==> src/logic/ldcfg_consts.svh <==
// Offsets, field positions, reset values and timing counts of the config register bank
`ifndef LDCFG_CONSTS_SVH
`define LDCFG_CONSTS_SVH

`define LDCFG_OFS_CFG2        4'h0
`define LDCFG_OFS_DEPTH       4'h4
`define LDCFG_OFS_PROBE       4'h8
`define LDCFG_OFS_STATUS      4'hc

`define LDCFG_CFG2_RESET      16'h0000
`define LDCFG_CFG2_WMASK      16'hfd00
`define LDCFG_DEPTH_RESET     1'b0
`define LDCFG_PROBE_RESET     14'h0000

`define LDCFG_BIT_RISE        15
`define LDCFG_BIT_FALL        14
`define LDCFG_SHIFT_HI        13
`define LDCFG_SHIFT_LO        11
`define LDCFG_BIT_DBL         10
`define LDCFG_BIT_LG1         8

`define LDCFG_FAST_SLEW_NS    15
`define LDCFG_SLOW_SLEW_NS    60

`define LDCFG_CYCLE_14        15'h4000
`define LDCFG_CYCLE_13        15'h2000
`define LDCFG_SECT_LOG_SINGLE 4'h9
`define LDCFG_SECT_LOG_DOUBLE 4'h8
`define LDCFG_SHIFT_MAX       3'h5
`define LDCFG_SHORT_ON_MAX    14'h0004
`define LDCFG_GCLK_DIV        4'h2

`define LDCFG_RESP_OKAY       2'h0
`define LDCFG_RESP_SLVERR     2'h2

`endif

==> src/logic/ldcfg_pkg.sv <==
// Types shared by the config register bank
package ldcfg_pkg;

  typedef struct packed {
    logic       rise_slow;
    logic       fall_slow;
    logic [2:0] channel_switch_on_shift;
    logic       double_refresh;
    logic       rsv9;
    logic       low_gray_comp1;
    logic       rsv7;
    logic [6:0] lower;
  } ldcfg_cfg2_t;

  typedef struct packed {
    logic [5:0] section_count;
    logic [5:0] section_index;
    logic       depth_13;
    logic [2:0] switch_on_delay;
  } ldcfg_status_t;

endpackage

==> src/logic/ldcfg_top.sv <==
// Second configuration register bank with section timing and switch-on shift
//
// Local design decisions: the placing of the registers and the AXI4-Lite interface to the registers.
`timescale 1ns/1ns
`include "ldcfg_consts.svh"

// What this block does
// - Bit 15 picks rise slew: 0 fast about 15ns, 1 slow about 60ns.
// - Bit 14 picks fall slew: 0 fast about 15ns, 1 slow about 60ns.
// - Shift code zero leaves every channel switch-on instant unmoved.
// - Codes 1-5 delay switch-on that many clocks, 6 gives 5, only for 1-4 on-time.
// - Single refresh, 14-bit: 16384-clock cycle in 32 sections of 512.
// - Single refresh, 13-bit: 8192-clock cycle in 16 sections of 512.
// - Double refresh, 14-bit: 16384-clock cycle in 64 sections of 256.
// - Double refresh, 13-bit: 8192-clock cycle in 32 sections of 256.
// - Bit 8 set enables first low-gray compensation; clear disables it.
// - Register resets to all zeros so every field starts at default.
module ldcfg_top (
  input  wire logic        aclk,
  input  wire logic        aresetn,
  input  wire logic [3:0]  s_axi_awaddr,
  input  wire logic        s_axi_awvalid,
  output logic             s_axi_awready,
  input  wire logic [31:0] s_axi_wdata,
  input  wire logic [3:0]  s_axi_wstrb,
  input  wire logic        s_axi_wvalid,
  output logic             s_axi_wready,
  output logic [1:0]       s_axi_bresp,
  output logic             s_axi_bvalid,
  input  wire logic        s_axi_bready,
  input  wire logic [3:0]  s_axi_araddr,
  input  wire logic        s_axi_arvalid,
  output logic             s_axi_arready,
  output logic [31:0]      s_axi_rdata,
  output logic [1:0]       s_axi_rresp,
  output logic             s_axi_rvalid,
  input  wire logic        s_axi_rready,
  output logic             output_rise_slew_select,
  output logic             output_fall_slew_select,
  output logic             low_gray_comp1_en,
  output logic             section_start,
  output logic [5:0]       section_index,
  output logic [13:0]      pwm_position,
  output logic             probe_channel_on
);

  ////////////////////////////////////////////////////////////////////////////
  // Helpers

  // Switch-on delay in grayscale clocks for a given code and on-time
  function automatic logic [2:0] shift_of(input logic [2:0]  code,
                                          input logic [13:0] on_time);
    logic [2:0] d;
    d = 3'h0;
    if (on_time != 14'h0000 && on_time <= `LDCFG_SHORT_ON_MAX) begin
      // Code 7 is undocumented; clamp it like code 6 to the largest shift
      d = (code > `LDCFG_SHIFT_MAX) ? `LDCFG_SHIFT_MAX : code;
    end
    if (code == 3'h0) begin
      d = 3'h0;
    end
    return d;
  endfunction

  // Log2 of section length from the refresh mode
  function automatic logic [3:0] sect_log(input logic dbl);
    return dbl ? `LDCFG_SECT_LOG_DOUBLE : `LDCFG_SECT_LOG_SINGLE;
  endfunction

  // Merge a write word into an old value under byte strobes
  function automatic logic [15:0] strobe_merge(input logic [15:0] old,
                                               input logic [31:0] wd,
                                               input logic [3:0]  st);
    logic [15:0] r;
    r = old;
    if (st[0]) begin
      r[7:0] = wd[7:0];
    end
    if (st[1]) begin
      r[15:8] = wd[15:8];
    end
    return r;
  endfunction

  ////////////////////////////////////////////////////////////////////////////
  // Registers and bus state

  ldcfg_pkg::ldcfg_cfg2_t   cfg2;
  ldcfg_pkg::ldcfg_status_t status;
  logic                     depth_select_bit;
  logic [13:0]              probe_on_time;
  logic                     aw_held;
  logic [3:0]               aw_addr;
  logic                     w_held;
  logic [31:0]              w_data;
  logic [3:0]               w_strb;
  logic                     do_write;
  logic [3:0]               gclk_div;
  logic                     gclk_en;
  logic [14:0]              cycle_len;
  logic [14:0]              pos;
  logic [14:0]              next_pos;
  logic [3:0]               slog;
  logic [2:0]               delay;
  logic [15:0]              cfg2_merged;
  logic [15:0]              probe_merged;
  logic [31:0]              rd_word;

  // A write fires once both halves are held and no response is pending
  assign do_write = aw_held && w_held && !s_axi_bvalid;

  ////////////////////////////////////////////////////////////////////////////
  // Write address and data capture, taken in either order

  always_ff @(posedge aclk) begin
    if (!aresetn) begin
      aw_held       <= 1'b0;
      aw_addr       <= 4'h0;
      s_axi_awready <= 1'b0;
    end else begin
      s_axi_awready <= !aw_held && !s_axi_awready;
      if (s_axi_awvalid && s_axi_awready) begin
        aw_held       <= 1'b1;
        aw_addr       <= s_axi_awaddr;
        s_axi_awready <= 1'b0;
      end else if (do_write) begin
        aw_held <= 1'b0;
      end
    end
  end

  // Data channel mirrors the address channel
  always_ff @(posedge aclk) begin
    if (!aresetn) begin
      w_held       <= 1'b0;
      w_data       <= 32'h0000_0000;
      w_strb       <= 4'h0;
      s_axi_wready <= 1'b0;
    end else begin
      s_axi_wready <= !w_held && !s_axi_wready;
      if (s_axi_wvalid && s_axi_wready) begin
        w_held       <= 1'b1;
        w_data       <= s_axi_wdata;
        w_strb       <= s_axi_wstrb;
        s_axi_wready <= 1'b0;
      end else if (do_write) begin
        w_held <= 1'b0;
      end
    end
  end

  // Write response; unmapped or read-only targets answer with slave error
  always_ff @(posedge aclk) begin
    if (!aresetn) begin
      s_axi_bvalid <= 1'b0;
      s_axi_bresp  <= `LDCFG_RESP_OKAY;
    end else if (do_write) begin
      s_axi_bvalid <= 1'b1;
      s_axi_bresp  <= (aw_addr == `LDCFG_OFS_STATUS || aw_addr[1:0] != 2'h0) ?
                      `LDCFG_RESP_SLVERR : `LDCFG_RESP_OKAY;
    end else if (s_axi_bready) begin
      s_axi_bvalid <= 1'b0;
    end
  end

  ////////////////////////////////////////////////////////////////////////////
  // Register file

  assign cfg2_merged = strobe_merge(cfg2, w_data, w_strb);
  // Probe word is only 14 bits; top two bits of the merge are dropped on store
  assign probe_merged = strobe_merge({2'h0, probe_on_time}, w_data, w_strb);

  // Only documented fields store; reserved and out-of-scope bits stay zero
  always_ff @(posedge aclk) begin
    if (!aresetn) begin
      cfg2 <= `LDCFG_CFG2_RESET;
    end else if (do_write && aw_addr == `LDCFG_OFS_CFG2) begin
      cfg2 <= cfg2_merged & `LDCFG_CFG2_WMASK;
    end
  end

  // Depth bit, mirror of the first register's grayscale depth select
  always_ff @(posedge aclk) begin
    if (!aresetn) begin
      depth_select_bit <= `LDCFG_DEPTH_RESET;
    end else if (do_write && aw_addr == `LDCFG_OFS_DEPTH && w_strb[0]) begin
      depth_select_bit <= w_data[0];
    end
  end

  // On-time of the probe channel, used to exercise the switch-on shift
  always_ff @(posedge aclk) begin
    if (!aresetn) begin
      probe_on_time <= `LDCFG_PROBE_RESET;
    end else if (do_write && aw_addr == `LDCFG_OFS_PROBE) begin
      probe_on_time <= probe_merged[13:0];
    end
  end

  ////////////////////////////////////////////////////////////////////////////
  // Read channel

  // Read word decode; bits above each register's width read as zero
  always_comb begin
    rd_word = 32'h0000_0000;
    case (s_axi_araddr)
      `LDCFG_OFS_CFG2:   rd_word = {16'h0000, cfg2};
      `LDCFG_OFS_DEPTH:  rd_word = {31'h0000_0000, depth_select_bit};
      `LDCFG_OFS_PROBE:  rd_word = {18'h00000, probe_on_time};
      `LDCFG_OFS_STATUS: rd_word = {16'h0000, status};
      default:           rd_word = 32'h0000_0000;
    endcase
  end

  // One read in flight; arready only while no data is waiting
  always_ff @(posedge aclk) begin
    if (!aresetn) begin
      s_axi_arready <= 1'b0;
      s_axi_rvalid  <= 1'b0;
      s_axi_rdata   <= 32'h0000_0000;
      s_axi_rresp   <= `LDCFG_RESP_OKAY;
    end else begin
      s_axi_arready <= !s_axi_rvalid && !s_axi_arready;
      if (s_axi_arvalid && s_axi_arready) begin
        s_axi_arready <= 1'b0;
        s_axi_rvalid  <= 1'b1;
        s_axi_rdata   <= rd_word;
        s_axi_rresp   <= (s_axi_araddr[1:0] != 2'h0) ? `LDCFG_RESP_SLVERR : `LDCFG_RESP_OKAY;
      end else if (s_axi_rvalid && s_axi_rready) begin
        s_axi_rvalid <= 1'b0;
      end
    end
  end

  ////////////////////////////////////////////////////////////////////////////
  // Grayscale clock enable

  // Divider gives a one-cycle grayscale tick; avoids a second clock domain
  always_ff @(posedge aclk) begin
    if (!aresetn) begin
      gclk_div <= 4'h0;
      gclk_en  <= 1'b0;
    end else begin
      gclk_en  <= (gclk_div == `LDCFG_GCLK_DIV - 4'h1);
      gclk_div <= (gclk_div == `LDCFG_GCLK_DIV - 4'h1) ? 4'h0 : gclk_div + 4'h1;
    end
  end

  ////////////////////////////////////////////////////////////////////////////
  // PWM cycle and section timing

  // 13-bit depth halves the cycle; the top position bit simply stays zero
  assign cycle_len = depth_select_bit ? `LDCFG_CYCLE_13 : `LDCFG_CYCLE_14;
  assign slog      = sect_log(cfg2.double_refresh);
  assign next_pos  = (pos + 15'h0001 >= cycle_len) ? 15'h0000 : pos + 15'h0001;
  assign delay     = shift_of(cfg2.channel_switch_on_shift, probe_on_time);

  // Position in the cycle; a depth change mid-cycle wraps on the next tick only if the position is past the new end
  always_ff @(posedge aclk) begin
    if (!aresetn) begin
      pos <= 15'h0000;
    end else if (gclk_en) begin
      pos <= next_pos;
    end
  end

  // Section boundary pulse and index; one tick per section start
  always_ff @(posedge aclk) begin
    if (!aresetn) begin
      section_start <= 1'b0;
      section_index <= 6'h00;
      pwm_position  <= 14'h0000;
    end else begin
      section_start <= gclk_en && ((next_pos & ((15'h0001 << slog) - 15'h0001)) == 15'h0000);
      if (gclk_en) begin
        section_index <= 6'((next_pos >> slog) & 15'h003f);
        pwm_position  <= next_pos[13:0];
      end
    end
  end

  // Status word: geometry of the cycle and the active shift
  always_ff @(posedge aclk) begin
    if (!aresetn) begin
      status <= '0;
    end else begin
      status.section_count   <= 6'((cycle_len >> slog) - 15'h0001);
      status.section_index   <= section_index;
      status.depth_13        <= depth_select_bit;
      status.switch_on_delay <= delay;
    end
  end

  ////////////////////////////////////////////////////////////////////////////
  // Channel drive controls

  // Slew picks go to the output stage as plain levels
  always_ff @(posedge aclk) begin
    if (!aresetn) begin
      output_rise_slew_select <= 1'b0;
      output_fall_slew_select <= 1'b0;
      low_gray_comp1_en       <= 1'b0;
    end else begin
      output_rise_slew_select <= cfg2.rise_slow;
      output_fall_slew_select <= cfg2.fall_slow;
      low_gray_comp1_en       <= cfg2.low_gray_comp1;
    end
  end

  // Probe channel: on from the shifted start for its requested on-time
  always_ff @(posedge aclk) begin
    if (!aresetn) begin
      probe_channel_on <= 1'b0;
    end else if (gclk_en) begin
      probe_channel_on <= (next_pos >= {12'h000, delay}) &&
                          (next_pos < {1'b0, probe_on_time} + {12'h000, delay});
    end
  end

endmodule

==> config.mk <==
export PLATFORM = sky130hd
export DESIGN_NAME = ldcfg_top
export DESIGN_NICKNAME = d
export VERILOG_FILES = /design/src/logic/ldcfg_pkg.sv /design/src/logic/ldcfg_top.sv
export VERILOG_INCLUDE_DIRS = /design/src /design/src/logic
export SDC_FILE = /design/constraint.sdc
export NUM_CORES = 1
export LEC_CHECK = 0
export ABC_AREA = 0
export BUFFER_PORTS_ARGS = -buffer_cell sky130_fd_sc_hd__buf_4
export CORE_MARGIN = 2
export CORE_UTILIZATION = 35
export CTS_BUF_LIST = sky130_fd_sc_hd__clkbuf_8
export CTS_CLUSTER_DIAMETER = 100
export DETAILED_ROUTE_END_ITERATION = 10
export SYNTH_ARGS = -nofsm -noshare
export SYNTH_HDL_FRONTEND = slang
export SYNTH_SLANG_ARGS = --single-unit
==> constraint.sdc <==
create_clock -name aclk -period 6.3 [get_ports aclk]
set_clock_uncertainty 0.15 [all_clocks]
set_input_delay 1.575 -clock aclk [delete_from_list [all_inputs] [get_ports aclk]]
set_output_delay 1.575 -clock aclk [all_outputs]
set_load 0.02 [all_outputs]
==> impl_metrics.env <==
export IMPL_outcome="complete, no violations"
export IMPL_crit_type="register to register"
export IMPL_cp_data_required_time_ps=6470
export IMPL_finalPower_mw=1.57
export IMPL_antenna_cells=0
export IMPL_worst_slack_ps=1360
export IMPL_crit_chain="ha_1 -> nand4_1 -> nor4_1 -> xnor2_1 -> inv_1 -> ha_1 -> o2111ai_2 -> nor4b_4 -> nand2b_1 -> nor2_1 -> ha_1 -> nand4_1 -> nor2_1 -> nand2_1 -> or4_1 -> a311oi_1 -> o22ai_1"
export IMPL_grt_pass1_wl_mm=23.1
export IMPL_fp_dieH_um=135
export IMPL_fill_cells=1716
export IMPL_pin_count=117
export IMPL_irDropWorstVdd_v=0.000124
export IMPL_fin_crit_ps=4940
export IMPL_cpMostUsedCell="ha_1"
export IMPL_setup_viol=0
export IMPL_grt_antenna_before_repair=0
export IMPL_power_density_mw_per_mm2=227
export IMPL_postSynth_asyncResetShare_pct=0
export IMPL_cts_sinks=113
export IMPL_grt_ovfl_total=0
export IMPL_ys_warn_count=0
export IMPL_cpPeakStageDelay_ps=600
export IMPL_ant_nets=0
export IMPL_startpoint_type="register"
export IMPL_cts_resized=0
export IMPL_final_util_pct=41.5
export IMPL_post_cts_buffers=0
export IMPL_clk_latency_ps=450
export IMPL_area_growth_pct=15.5
export IMPL_core_area_sq_mm=0.0166
export IMPL_synth_top_cell_area_share_pct=37.8
export IMPL_instances_no_fill=984
export IMPL_cts_path_max_buffers=2
export IMPL_cts_hold_fix_buffers=0
export IMPL_place_hpwl_mm=10.1
export IMPL_remaining_drc_errors=0
export IMPL_numCtsBuffers=17
export IMPL_clockRootBuffer="clkbuf_8"
export IMPL_combPwrFrac_pct=8.5
export IMPL_post_place_ws_ps=1380
export IMPL_synth_edf_count=0
export IMPL_vias=4787
export IMPL_ys_top_cells_by_area="dfxtp_1 38%, nand2_1 6.4%, a21boi_0 6.0%"
export IMPL_tightest_slew_ps=810
export IMPL_grt_pass1_vias=4442
export IMPL_dpl_cell_count=952
export IMPL_initial_utilization_pct=36.0
export IMPL_cts_tree="yes"
export IMPL_synth_cells=703
export IMPL_maxCapViolCount=0
export IMPL_die_w_um=135
export IMPL_max_freq_mhz=203
export IMPL_critical_path_max_fanout=16
export IMPL_multiInputGateArea_sq_mm=0.00330
export IMPL_hold_ws_ps=298
export IMPL_drive_above_1_share_pct=16.1
export IMPL_switchingPower_mw=0.401
export IMPL_dieArea_sq_mm=0.0182
export IMPL_rows=47
export IMPL_grtUsageTotal_pct=16.1
export IMPL_grt_max_degree=64
export IMPL_htree_num_levels=4
export IMPL_cts_clk_slew_worst_paths_ps=80
export IMPL_ff_latch_area_sq_mm=0.00226
export IMPL_firstDrtPassIters=4
export IMPL_hold_class="register to register"
export IMPL_critical_path_arrival_ps=5110
export IMPL_cpMaxStageDelayCell="nand2b_1"
export IMPL_wl_per_cell_um=14.2
export IMPL_fin_crit_sh_pct=78.4
export IMPL_final_cell_area_sq_mm=0.00691
export IMPL_place_gp_congestion=0.830
export IMPL_p_int_mw=1.17
export IMPL_yosysSeqAreaShare_pct=37.8
export IMPL_switching_share_pct=25.6
export IMPL_synthDistinctLibCells=59
export IMPL_synth_area_leader_cell="dfxtp_1"
export IMPL_drv_slew=0
export IMPL_p_seq_share_pct=47.9
export IMPL_place_area_sq_mm=0.00652
export IMPL_p_leak_nw=2.71
export IMPL_final_setup_tns_ps=0
export IMPL_port_buffers=80
export IMPL_ys_ff_latch=113
export IMPL_drt_iter0_markers=250
export IMPL_rsz0062_at_grt="no"
export IMPL_via_per_inst=4.86
export IMPL_endpoint_kind="register"
export IMPL_max_slew_margin_pct=45.8
export IMPL_power_frac_clock_pct=43.6
export IMPL_routed_wl_mm=14.0
export IMPL_finalNetCount=828
export IMPL_syn_avg_cell_area_sq_um=8.51
export IMPL_syn_area_sq_mm=0.00598
export IMPL_hold_violations=0
export IMPL_synth_main_ff_cell="dfxtp_1"
[layout by cell type, fill, tap and decap left out, types with 19 or more instances in the layout]
master / Yosys / final
a21boi_0: 48 / 48
a21oi_1: 25 / 25
and2_1: 27 / 27
buf_4: 32 / 83
clkbuf_8: 0 / 20
dfxtp_1: 113 / 113
ha_1: 25 / 25
mux2i_1: 23 / 23
nand2_1: 102 / 102
nand3_1: 23 / 23
nor2_1: 31 / 31
nor2b_1: 32 / 32
nor3_1: 21 / 21
o21ai_0: 20 / 20
xnor2_1: 19 / 19
[power groups by stage]
stage | combinational (mW) | clock [mW] | sequential [mW]
finish | 0.134 | 0.684 | 0.752
global route | 0.149 | 0.728 | 0.755
global placement | 0.134 | 0 | 0.768
detailed placement | 0.134 | 0 | 0.768
floorplan | 0.0937 | 0 | 0.771
CTS | 0.135 | 0.703 | 0.752
[path summary, 6_finish.rpt]
check	startpoint	end	slack, ps	cells past startpoint
setup / recovery	pos[0]	probe_channel_on	1360	17
hold / removal	s_axi_rvalid	s_axi_arready	300	1
setup reg to reg	pos[0]	probe_channel_on	1360	17
hold reg to reg	s_axi_rvalid	s_axi_arready	300	1
[kinds of logic (layout without fill, tap and decap cells)]
group                    after synthesis  count (layout)  synth area share [%]
multiplexers                          25              25                  4.22
adder cells (fa/ha/maj)               26              26                  5.56
AND/OR/NAND/NOR                      296             296                  25.4
flip-flops                           113             113                  37.8
AO/OA/AOI/OAI                        130             130                  15.2
buffers and inverters                 87             131                  8.11
XOR/XNOR                              25              25                  3.66
other                                  1              18                0.0627
[final cells by class]
type / instances / area share, %
Clock buffer: 20 / 3.98
Clock inverter: 12 / 1.68
Inverter: 16 / 0.869
Multi-Input combinational cell: 520 / 47.7
Sequential cell: 113 / 32.7
Tap cell: 220 / 3.98
Timing Repair Buffer: 83 / 9.01
[synth_stat cells (all sizes together), types with 6 or more instances]
library cell and number:
buf 41, nand3 23, dfxtp 113, and3 6, nor4 7, xor2 6, o21ai 20, a21o 7
nor2 33, nor3 21, inv 16, nand2b 15, and2 27, a21oi 26, nor2b 32, ha 25
nor3b 8, nand4 8, mux2i 23, xnor2 19, clkbuf 30, nand2 102, a21boi 48
[state kept, by name, summed over array words and instances, names as in the netlist, 2 cells and up]
register	count
status	13
probe_on_time	14
gclk_div	4
pos	15
w_data	16
section_index	6
aw_addr	4
s_axi_rdata	16
cfg2	7
w_strb	2
[worst max-delay path: cells and delay by family, from the launching register on]
kind / cells / cell delay (ps)
AND/OR/NAND/NOR: 9 / 2340
flip-flops: 1 / 480
XOR/XNOR: 1 / 210
AO/OA/AOI/OAI: 3 / 490
buffers and inverters: 1 / 110
adder cells (fa/ha/maj): 3 / 1030
[routing by layer]
layer / up-vias / routed length [um] / global-route usage [%]
li1: 2457 / - / -
met1: 2188 / 6830 / 22.5
met2: 123 / 6040 / 23.7
met3: 19 / 899 / 4.99
met4: 0 / 243 / 5.26
met5: - / 0 / 0
(Power assumes the default switching activity.)
